## src/t1ec_pkg.sv

```systemverilog
// shared constants and carrier types for the T1 error insert / reset / mask block
package t1ec_pkg;
  // register offsets on the parallel port
  localparam logic [7:0] ADDR_ERR_INS  = 8'h19;
  localparam logic [7:0] ADDR_RST_CTL  = 8'h1A;
  localparam logic [7:0] ADDR_INT_MSK0 = 8'h1B;
  localparam logic [7:0] REG_RST_VAL   = 8'h00;
  localparam logic [7:0] RD_UNMAPPED   = 8'h00;
  // error insertion field positions
  localparam int EI_BPV = 7;
  localparam int EI_CRC = 6;
  localparam int EI_FT  = 5;
  localparam int EI_FS  = 4;
  localparam int EI_ZRO = 3;
  localparam int EI_PAY = 2;
  localparam int EI_L32 = 1;
  localparam int EI_SEL = 0;
  // reset and counter control field positions
  localparam int RC_RST = 7;
  localparam int RC_SPN = 6;
  localparam int RC_ACK = 5;
  localparam int RC_CLR = 4;
  localparam int RC_SMP = 3;
  localparam int RC_OOF = 2;
  localparam int RC_RSV = 1;
  localparam int RC_DBL = 0;
  // interrupt mask zero field positions
  localparam int IM_TFS = 7;
  localparam int IM_MFS = 6;
  localparam int IM_BOM = 5;
  localparam int IM_AIS = 4;
  localparam int IM_LOS = 3;
  localparam int IM_SEF = 2;
  localparam int IM_TXS = 1;
  localparam int IM_RXS = 0;
  // zero run thresholds, step and clear value for digital loss of signal
  localparam logic [7:0] ZRUN_SHORT = 8'h20;
  localparam logic [7:0] ZRUN_LONG  = 8'hC0;
  localparam logic [7:0] ZRUN_ONE   = 8'h01;
  localparam logic [7:0] ZRUN_ZERO  = 8'h00;

  // one-cycle injection requests toward the transmit framer
  typedef struct packed {
    logic bipolarFaultInject;
    logic checkSumFaultInject;
    logic terminalFramingFaultInject;
    logic signallingFramingFaultInject;
    logic payloadFaultInject;
  } t1ec_inj_t;

  // framer status levels and event pulses feeding the interrupt logic
  typedef struct packed {
    logic terminalSyncLoss;
    logic multiframeSyncLoss;
    logic bitOrientedMessage;
    logic allOnesAlarm;
    logic severeFramingEvt;
    logic transmitSlipEvt;
    logic receiveSlipEvt;
  } t1ec_evt_t;
endpackage : t1ec_pkg

```

## src/t1ec_regs.sv

```systemverilog
// control registers for error insertion, reset/counter control and interrupt mask zero
// Behaviour
// [RL1] rising edge of error bit 7 inserts exactly one bipolar violation
// [RL2] rising edge of bit 6 corrupts one transmitted CRC-6 in extended superframe
// [RL3] rising edge of bit 5 inserts one terminal or ESF framing error
// [RL4] rising edge of bit 4 inserts one signalling framing error, superframe only
// [RL5] bit 3 high forces all-zero transmit, overriding zero code suppression
// [RL6] rising edge of bit 2 flips one payload bit
// [RL7] loss of signal after 32 zeros if select high, else 192
// [RL8] bit 0 picks indicator pin source: signal loss only, or with frame loss
// [RL9] reset bit acts as full reset of defaults and counters, then self-clears
// [RL10] suspend bit floats interrupt output and ignores all interrupts
// [RL11] acknowledge bit clears pending interrupts, floats output, then self-clears
// [RL12] counter clear bit holds all status error counters at zero
// [RL13] sample bit lets error counters update only on one-second ticks
// [RL14] pause bit stops violation counter while out of frame
// [RL15] host keeps reserved bit 1 of reset control at zero
// [RL16] bit 0 doubles controller clock, halving host access spacing
// [RL17] each mask bit one lets its event interrupt, zero blocks it
// [RL18] changes of terminal or multiframe sync loss interrupt when unmasked
// [RL19] bit-oriented message arrival or end interrupts when unmasked
// [RL20] changes of all-ones alarm or loss of signal interrupt when unmasked
// [RL21] two framing errors in six bits interrupt when unmasked
// [RL22] transmit and receive controlled slips interrupt when unmasked
// [RL23] interrupt output low while unmasked interrupt pending and not suspended
`timescale 1ns/10ps
`default_nettype none
module t1ec_regs (
  input  wire logic                clk_sys,
  input  wire logic                rst_b,
  input  wire logic                hostSel,
  input  wire logic                hostWr,
  input  wire logic                hostRd,
  input  wire logic [7:0]          hostAddr,
  input  wire logic [7:0]          hostWrData,
  output logic      [7:0]          hostRdData,
  input  wire t1ec_pkg::t1ec_evt_t evtIn,
  input  wire logic                esfMode,
  input  wire logic                rxBitValid,
  input  wire logic                rxBit,
  input  wire logic                oneSecondTick,
  output t1ec_pkg::t1ec_inj_t      injectPulse,
  output logic                     forceAllZeroTransmit,
  output logic                     lineSignalAbsentStatus,
  output logic                     signalAbsentIndicatorPin,
  output logic                     counterClearHold,
  output logic                     counterUpdateEnable,
  output logic                     violationCountEnable,
  output logic                     controllerClockDouble,
  output logic                     irqOutB,
  output logic                     irqOe
);
  import t1ec_pkg::*;

  // one decoder shared by read and write paths
  function automatic logic regHit(input logic [7:0] a, input logic [7:0] o);
    regHit = (a == o);
  endfunction : regHit

  logic [7:0] errIns_q, errIns_d, errPrev_q, errPrev_d;
  logic [7:0] rstCtl_q, rstCtl_d, mask_q, mask_d;
  logic [7:0] rdData_q, rdData_d;
  logic       swRst_q, swRst_d, ack_q, ack_d;
  t1ec_inj_t  inj_q, inj_d;
  logic       wrStb, rdStb;

  assign wrStb = hostSel & hostWr;
  assign rdStb = hostSel & hostRd;

  // host register file; reset and acknowledge are held one cycle then drop
  always_comb begin
    errIns_d  = errIns_q;
    rstCtl_d  = rstCtl_q;
    mask_d    = mask_q;
    rdData_d  = rdData_q;
    swRst_d   = 1'b0;
    ack_d     = 1'b0;
    errPrev_d = errIns_q;
    if (wrStb && regHit(hostAddr, ADDR_ERR_INS)) begin
      errIns_d = hostWrData;
    end
    if (wrStb && regHit(hostAddr, ADDR_RST_CTL)) begin
      rstCtl_d         = hostWrData;
      rstCtl_d[RC_RSV] = 1'b0; // RL15
      rstCtl_d[RC_RST] = 1'b0;
      rstCtl_d[RC_ACK] = 1'b0;
      swRst_d          = hostWrData[RC_RST]; // RL9
      ack_d            = hostWrData[RC_ACK]; // RL11
    end
    if (wrStb && regHit(hostAddr, ADDR_INT_MSK0)) begin
      mask_d = hostWrData; // RL17
    end
    if (rdStb) begin
      if (regHit(hostAddr, ADDR_ERR_INS)) begin
        rdData_d = errIns_q;
      end else if (regHit(hostAddr, ADDR_RST_CTL)) begin
        rdData_d = rstCtl_q;
        rdData_d[RC_RST] = swRst_q;
        rdData_d[RC_ACK] = ack_q;
      end else if (regHit(hostAddr, ADDR_INT_MSK0)) begin
        rdData_d = mask_q;
      end else begin
        rdData_d = RD_UNMAPPED;
      end
    end
    // edge detect; the prior value is held, so one rising edge gives one pulse
    inj_d.bipolarFaultInject   = errIns_q[EI_BPV] & ~errPrev_q[EI_BPV]; // RL1
    inj_d.checkSumFaultInject  = errIns_q[EI_CRC] & ~errPrev_q[EI_CRC] & esfMode; // RL2
    inj_d.terminalFramingFaultInject = errIns_q[EI_FT] & ~errPrev_q[EI_FT]; // RL3
    inj_d.signallingFramingFaultInject =
      errIns_q[EI_FS] & ~errPrev_q[EI_FS] & ~esfMode; // RL4
    inj_d.payloadFaultInject   = errIns_q[EI_PAY] & ~errPrev_q[EI_PAY]; // RL6
    // software reset overrides every host write in the same cycle
    if (swRst_q) begin
      errIns_d  = REG_RST_VAL; // RL9
      rstCtl_d  = REG_RST_VAL;
      mask_d    = REG_RST_VAL;
      errPrev_d = REG_RST_VAL;
      swRst_d   = 1'b0;
      ack_d     = 1'b0;
    end
  end

  // host register flip-flops
  always_ff @(posedge clk_sys or negedge rst_b) begin
    if (!rst_b) begin
      errIns_q  <= REG_RST_VAL;
      errPrev_q <= REG_RST_VAL;
      rstCtl_q  <= REG_RST_VAL;
      mask_q    <= REG_RST_VAL;
      rdData_q  <= RD_UNMAPPED;
      swRst_q   <= 1'b0;
      ack_q     <= 1'b0;
      inj_q     <= '0;
    end else begin
      errIns_q  <= errIns_d;
      errPrev_q <= errPrev_d;
      rstCtl_q  <= rstCtl_d;
      mask_q    <= mask_d;
      rdData_q  <= rdData_d;
      swRst_q   <= swRst_d;
      ack_q     <= ack_d;
      inj_q     <= inj_d;
    end
  end

  logic [7:0] zeroRun_q, zeroRun_d, pend_q, pend_d, evtVec;
  logic       tfsPrev_q, mfsPrev_q, bomPrev_q, aisPrev_q, losPrev_q;
  logic       los_d, los_q, pin_d, pin_q, clr_d, clr_q, upd_d, upd_q;
  logic       lcv_d, lcv_q, oe_d, oe_q, zro_q, dbl_q;
  logic [7:0] zeroThr;

  // shorter threshold trades false alarms for faster detection
  assign zeroThr = errIns_q[EI_L32] ? ZRUN_SHORT : ZRUN_LONG; // RL7

  // line status, counter controls and interrupt pending bits
  always_comb begin
    zeroRun_d = zeroRun_q;
    if (swRst_q) begin
      zeroRun_d = ZRUN_ZERO;
    end else if (rxBitValid) begin
      if (rxBit) begin
        zeroRun_d = ZRUN_ZERO;
      end else if (zeroRun_q < ZRUN_LONG) begin
        zeroRun_d = zeroRun_q + ZRUN_ONE; // saturates at the long threshold
      end
    end
    los_d = (zeroRun_d >= zeroThr); // RL7
    pin_d = errIns_q[EI_SEL] ? los_q : (los_q | evtIn.terminalSyncLoss); // RL8
    clr_d = rstCtl_q[RC_CLR] | swRst_q; // RL12
    upd_d = ~rstCtl_q[RC_SMP] | oneSecondTick; // RL13
    lcv_d = ~(rstCtl_q[RC_OOF] & evtIn.terminalSyncLoss); // RL14
    evtVec[IM_TFS] = evtIn.terminalSyncLoss ^ tfsPrev_q; // RL18
    evtVec[IM_MFS] = evtIn.multiframeSyncLoss ^ mfsPrev_q; // RL18
    evtVec[IM_BOM] = evtIn.bitOrientedMessage ^ bomPrev_q; // RL19
    evtVec[IM_AIS] = evtIn.allOnesAlarm ^ aisPrev_q; // RL20
    evtVec[IM_LOS] = los_q ^ losPrev_q; // RL20
    evtVec[IM_SEF] = evtIn.severeFramingEvt; // RL21
    evtVec[IM_TXS] = evtIn.transmitSlipEvt; // RL22
    evtVec[IM_RXS] = evtIn.receiveSlipEvt; // RL22
    pend_d = pend_q;
    if (ack_q || swRst_q) begin
      pend_d = '0; // RL11
    end
    // a new event in the acknowledge cycle beats the clear and is kept; one in the write cycle before it is cleared
    // soft reset drops events too, so no request survives it
    if (!rstCtl_q[RC_SPN] && !swRst_q) begin
      pend_d = pend_d | (evtVec & mask_q); // RL17
    end
    oe_d = (|pend_d) & ~rstCtl_d[RC_SPN] & ~ack_d; // RL23
  end

  // status flip-flops
  always_ff @(posedge clk_sys or negedge rst_b) begin
    if (!rst_b) begin
      zeroRun_q <= ZRUN_ZERO;
      pend_q    <= '0;
      tfsPrev_q <= 1'b0;
      mfsPrev_q <= 1'b0;
      bomPrev_q <= 1'b0;
      aisPrev_q <= 1'b0;
      losPrev_q <= 1'b0;
      los_q     <= 1'b0;
      pin_q     <= 1'b0;
      clr_q     <= 1'b0;
      upd_q     <= 1'b1;
      lcv_q     <= 1'b1;
      oe_q      <= 1'b0;
      zro_q     <= 1'b0;
      dbl_q     <= 1'b0;
    end else begin
      zeroRun_q <= zeroRun_d;
      pend_q    <= pend_d;
      tfsPrev_q <= evtIn.terminalSyncLoss;
      mfsPrev_q <= evtIn.multiframeSyncLoss;
      bomPrev_q <= evtIn.bitOrientedMessage;
      aisPrev_q <= evtIn.allOnesAlarm;
      losPrev_q <= los_q;
      los_q     <= los_d;
      pin_q     <= pin_d;
      clr_q     <= clr_d;
      upd_q     <= upd_d;
      lcv_q     <= lcv_d;
      oe_q      <= oe_d; // RL10
      zro_q     <= errIns_d[EI_ZRO]; // RL5
      dbl_q     <= rstCtl_d[RC_DBL]; // RL16
    end
  end

  // outputs straight from flip-flops, save the open-drain pin, tied low so it only ever pulls low
  assign hostRdData               = rdData_q;
  assign injectPulse              = inj_q;
  assign forceAllZeroTransmit     = zro_q;
  assign lineSignalAbsentStatus   = los_q;
  assign signalAbsentIndicatorPin = pin_q;
  assign counterClearHold         = clr_q;
  assign counterUpdateEnable      = upd_q;
  assign violationCountEnable     = lcv_q;
  assign controllerClockDouble    = dbl_q;
  assign irqOutB                  = 1'b0;
  assign irqOe                    = oe_q;
endmodule : t1ec_regs
`default_nettype wire

```

## config.mk

```make
export PLATFORM = sky130hd
export DESIGN_NAME = t1ec_regs
export DESIGN_NICKNAME = d
export VERILOG_FILES = /design/src/t1ec_pkg.sv /design/src/t1ec_regs.sv
export SDC_FILE = /design/constraint.sdc
export NUM_CORES = 1
export LEC_CHECK = 0
export BUFFER_PORTS_ARGS = -buffer_cell sky130_fd_sc_hd__buf_4
export CORE_MARGIN = 3
export CORE_UTILIZATION = 55
export DETAILED_ROUTE_END_ITERATION = 8
export PLACE_DENSITY_LB_ADDON = 0.25
export SYNTH_ARGS = -nofsm -noshare
export SYNTH_HDL_FRONTEND = slang
export SYNTH_SLANG_ARGS = --single-unit
```

## constraint.sdc

```tcl
create_clock -name clk_sys -period 2.24 [get_ports clk_sys]
set_input_delay 0.336 -clock clk_sys [delete_from_list [all_inputs] [get_ports clk_sys]]
set_output_delay 0.336 -clock clk_sys [all_outputs]
set_load 0.05 [all_outputs]
```

Yosys cells after proc, flatten, opt, wreduce, memory -nomap -nowiden
Index checks and enable logic that the tools add are counted.
{ "classes": {"n_addsub": 1, "n_lt_le_gt_ge": 2, "n_eq_ne": 3, "n_mux": 22, "bitwise_logic": 32, "n_reduce_logical": 11} }
{ "op_table": {"columns": ["operator", "count"], "rows": [
  ["8-bit two-way mux", 15],
  ["8-bit by 5-bit equality test with 1-bit output (second input constant)", 3],
  ["7-bit two-way mux", 2],
  ["1-bit bitwise AND", 12],
  ["1-bit inverter", 10],
  ["8-bit by 1-bit adder with 8-bit output (second input constant)", 1],
  ["8-bit bitwise AND", 1],
  ["8-bit >= comparator", 1],
  ["8-bit < comparator (second input constant)", 1],
  ["8-bit bitwise OR", 1],
  ["8-bit OR reduction", 1],
  ["2-bit nonzero test", 3],
  ["1-bit two-way mux", 5],
  ["1-bit XOR", 5],
  ["1-bit logical AND", 4],
  ["1-bit bitwise OR", 3],
  ["1-bit logical NOT", 2],
  ["1-bit logical OR", 1]
]} }
{ "word_totals": {"ff_bits": 73, "input_bits": 32, "output_inout_bits": 22, "word_cells": 99} }

Logic depth before layout (Yosys ltp)
{ "depth": {"word_depth": 7, "mapped_depth": 9, "depth_no_buf": 9} }

Least setup slack after synthesis
OpenSTA, ideal clock, no wires.
{ "synth_path": {"path_kind": "reg2reg", "start": "register zeroRun_q[3]", "end": "register los_q (netlist: lineSignalAbsentStatus)", "setup_ns": 0.126, "arrival_time_ns": 1.786, "slack_ns": 0.328, "path_stages_with_launch": 9, "path_buffers": 0, "synth_period_minus_slack_ns": 1.912, "path_cell_list": "dfrtp_1 > and3_1 > and3_1 > and4b_1 > nor3_1 > ha_1 > a21o_1 > a21oi_1 > o31ai_1"} }
{ "synth_between": {"elab_chain_len": 6} }
{ "synth_lines": {"columns": ["element", "line_no", "text"], "rows": [
  ["start, declared", "t1ec_regs.sv:147", "logic [7:0] zeroRun_q, zeroRun_d, pend_q, pend_d, evtVec;"],
  ["start signal, assigned", "t1ec_regs.sv:212", "zeroRun_q <= zeroRun_d;"],
  ["8-bit by 1-bit adder with 8-bit output / 8-bit < comparator (equally long branches)", "t1ec_regs.sv:165, t1ec_regs.sv:164", null],
  ["8-bit two-way mux (*)", "t1ec_regs.sv:164", "end else if (zeroRun_q < ZRUN_LONG) begin"],
  ["8-bit two-way mux (*)", "t1ec_regs.sv:162", "if (rxBit) begin"],
  ["8-bit two-way mux (*)", "t1ec_regs.sv:161", "end else if (rxBitValid) begin"],
  ["8-bit two-way mux (*)", "t1ec_regs.sv:159", "if (swRst_q) begin"],
  ["via zeroRun_d[6]", "t1ec_regs.sv:147", null],
  ["8-bit >= comparator (*)", "t1ec_regs.sv:168", "los_d = (zeroRun_d >= zeroThr);"],
  ["via los_d", "t1ec_regs.sv:149", "logic los_d, los_q, pin_d, pin_q, clr_d, clr_q, upd_d, upd_q;"],
  ["end signal, assigned", "t1ec_regs.sv:219", "los_q <= los_d;"],
  ["end, declared", "t1ec_regs.sv:149", null]
]} }
The timed path passes the listed nets; every way through them passes the cells marked *.
A chain may end at the register's enable or synchronous reset.

Worst setup path after layout
Same ends and word-level chain as after synthesis.

==> results.sh <==
export IMPL_tightest_slew_ns=0.818
export IMPL_via_per_inst=5.56
export IMPL_worstPathArrival_ns=2.30
export IMPL_dr_first_iter_drc_count=188
export IMPL_drive_above_1_share=0.283
export IMPL_fmax_mhz=482
export IMPL_htree_levels=3
export IMPL_fin_crit_ns=2.08
export IMPL_ios=54
export IMPL_antenna_found_initial=0
export IMPL_dp_final_hpwl_um=4220
export IMPL_ys_top_cells_by_area="dfrtp_1 55%, mux2i_1 8.1%, nor2_1 4.0%"
export IMPL_ys_types=41
export IMPL_stdcell_count=381
export IMPL_drc_errors=0
export IMPL_grtUsageTotal=0.217
export IMPL_status="complete, no violations"
export IMPL_cts_buffer_depth=2
export IMPL_fin_crit_sh=0.927
export IMPL_hold_path_class="in2async"
export IMPL_ys_ff_latch=68
export IMPL_worstPathRequired_ns=2.47
export IMPL_wirelength_um=6270
export IMPL_area_delta_synth_final_pct=22.6
export IMPL_drtPass1Iterations=4
export IMPL_synth_fp_nets=288
export IMPL_syn_area_mm2=0.00298
export IMPL_syn_inst=252
export IMPL_numCtsBuffers=9
export IMPL_dieArea_mm2=0.00633
export IMPL_power_density_mw_per_mm2=772
export IMPL_wl_per_cell_um=16.5
export IMPL_placed_cells=365
export IMPL_finClkSkew_ns=0.00473
export IMPL_rows=26
export IMPL_synth_edff_count=0
export IMPL_overflow=0
export IMPL_core_area_mm2=0.00517
export IMPL_slew_viol_final=0
export IMPL_slew_headroom=0.455
export IMPL_rsz0062_at_grt="no"
export IMPL_finalSetupViolCount=0
export IMPL_synth_top_cell_area_share=0.555
export IMPL_fin_util=0.706
export IMPL_yosys_area_top_type="dfrtp_1"
export IMPL_tns_ns=0
export IMPL_clock_sinks=68
export IMPL_critPathLaunchType="flop"
export IMPL_io_buffers=52
export IMPL_cp_max_fo=5
export IMPL_ys_seq_area_frac=0.572
export IMPL_yosysWarnings=0
export IMPL_cts_clk_slew_worst_paths_ns=0.07
export IMPL_cts_root_buffer="clkbuf_8"
export IMPL_gp_congestion=0.850
export IMPL_grt_max_degree=69
export IMPL_cts_tree="done"
export IMPL_insertion_delay_ns=0.34
export IMPL_grt_pass1_vias=2065
export IMPL_post_cts_setup_buffers=0
export IMPL_synth_ff_type="dfrtp_1"
export IMPL_cellLeakagePower_nw=1.98
export IMPL_crit_type="reg2reg"
export IMPL_worst_setup_path_end_kind="flop"
export IMPL_fp_dieH_um=79.6
export IMPL_ir_drop_uv=496
export IMPL_vias=2117
export IMPL_antenna_left=0
export IMPL_drv_cap=0
export IMPL_ys_async_sr_fraction=1.00
export IMPL_hold_viol=0
export IMPL_initial_core_util=0.576
export IMPL_post_cts_resized=0
export IMPL_diodes=0
export IMPL_die_w_um=79.6
export IMPL_avgSynthCellArea_um2=11.8
export IMPL_nets=342
export IMPL_grt_first_pass_wirelength_um=10200
export IMPL_hold_buffers=0
-- cell usage in the layout, fill, tap and decap left out, drive strengths merged, types with 4 or more instances in the layout --
cell type	synthesis	routed
mux2i	24	24
o21ai	8	8
nor2	32	32
ha	4	4
nor2b	9	9
a22oi	7	7
a21oi	4	4
clkbuf	7	12
a32o	6	6
xor2	9	9
dfrtp	66	66
mux2	7	7
nand3	8	8
buf	4	54
nand2	16	16
-- worst max-delay path: stages, from the launching register on --
cell     delay, ns
dfrtp_1       0.43
and3_1        0.21
and3_1        0.20
and4b_1       0.20
nor3_1        0.23
ha_1          0.29
a21o_1        0.17
a21oi_1       0.14
o31ai_1       0.08
-- power by group --
group | internal [mW] | switching (mW) | leakage (nW)
clock network | 0.714 | 0.444 | 0.122
logic | 0.142 | 0.158 | 0.953
registers | 1.30 | 0.0624 | 0.905
-- routing by layer --
layer / global-route usage / part of all wire
met1: 0.296 / 0.45
met3: 0.0576 / 0.052
met2: 0.326 / 0.48
met4: 0.0979 / 0.018
met5: 0 / 0
-- cell type report --
class	instances	area, um^2
fillers	381	1520
inverters	3	11.3
clock inverters	4	70.1
well taps	70	87.6
multi-input cells	170	1210
repair buffers	54	405
clock buffers	12	165
flip-flops and latches	68	1700
-- cells by family after synthesis --
family                   synth area share
buffers and inverters              0.0223
AND/OR/NAND/NOR                     0.162
adder cells (fa/ha/maj)            0.0168
multiplexers                        0.107
flip-flops                          0.572
XOR/XNOR                           0.0324
AO/OA/AOI/OAI                      0.0857
other                             0.00126
-- synthesized netlist by cell type (all sizes together) (4+ instances only) --
master	n
o21ai	8
nand2	16
a22oi	7
nand3	8
clkbuf	7
xor2	9
mux2	7
buf	4
nor2b	9
nor2	32
ha	4
mux2i	24
a32o	6
dfrtp	66
a21oi	4
-- state kept, by name (all words and copies together), names as in the netlist, 5 cells and up --
register and flops:
errPrev_q 5, hostRdData 8, zeroRun_q 8, errIns_q 8, injectPulse 5, mask_q 8
pend_q 8, rstCtl_q 5
-- final timing paths --
kind / from / depth (start not counted) / slack [ns] / endpoint
min in group clk_sys: evtIn[5] / 1 / 0.11 / mfsPrev_q$_DFF_PN0_
max in group asynchronous: rst_b / 1 / 1.62 / zeroRun_q[7]$_DFF_PN0_
max: zeroRun_q[3]$_DFF_PN0_ / 8 / 0.16 / lineSignalAbsentStatus$_DFF_PN0_
max reg2reg: zeroRun_q[3]$_DFF_PN0_ / 8 / 0.16 / lineSignalAbsentStatus$_DFF_PN0_
min reg2reg: errPrev_q[4]$_DFF_PN0_ / 1 / 0.40 / injectPulse[1]$_DFF_PN0_
min: rst_b / 1 / 0.08 / pend_q[7]$_DFF_PN0_
-- metrics by stage --
| step | power (mW) | instance area, um^2 | setup slack, ns | hold slack (ns) |
|---|---|---|---|---|
| floorplan | 1.56 | 2980 | 0.328 | 0.0404 |
| finish | 2.82 | 3650 | 0.165 | 0.0830 |
| global placement | 1.67 | 3420 | 0.239 | 0.386 |
| detailed placement | 1.68 | 3420 | 0.192 | 0.391 |
| global route | 2.94 | 3650 | 0.0252 | 0.0950 |
| CTS | 2.84 | 3650 | 0.168 | 0.0948 |
Power figures use the tool's default switching activity.
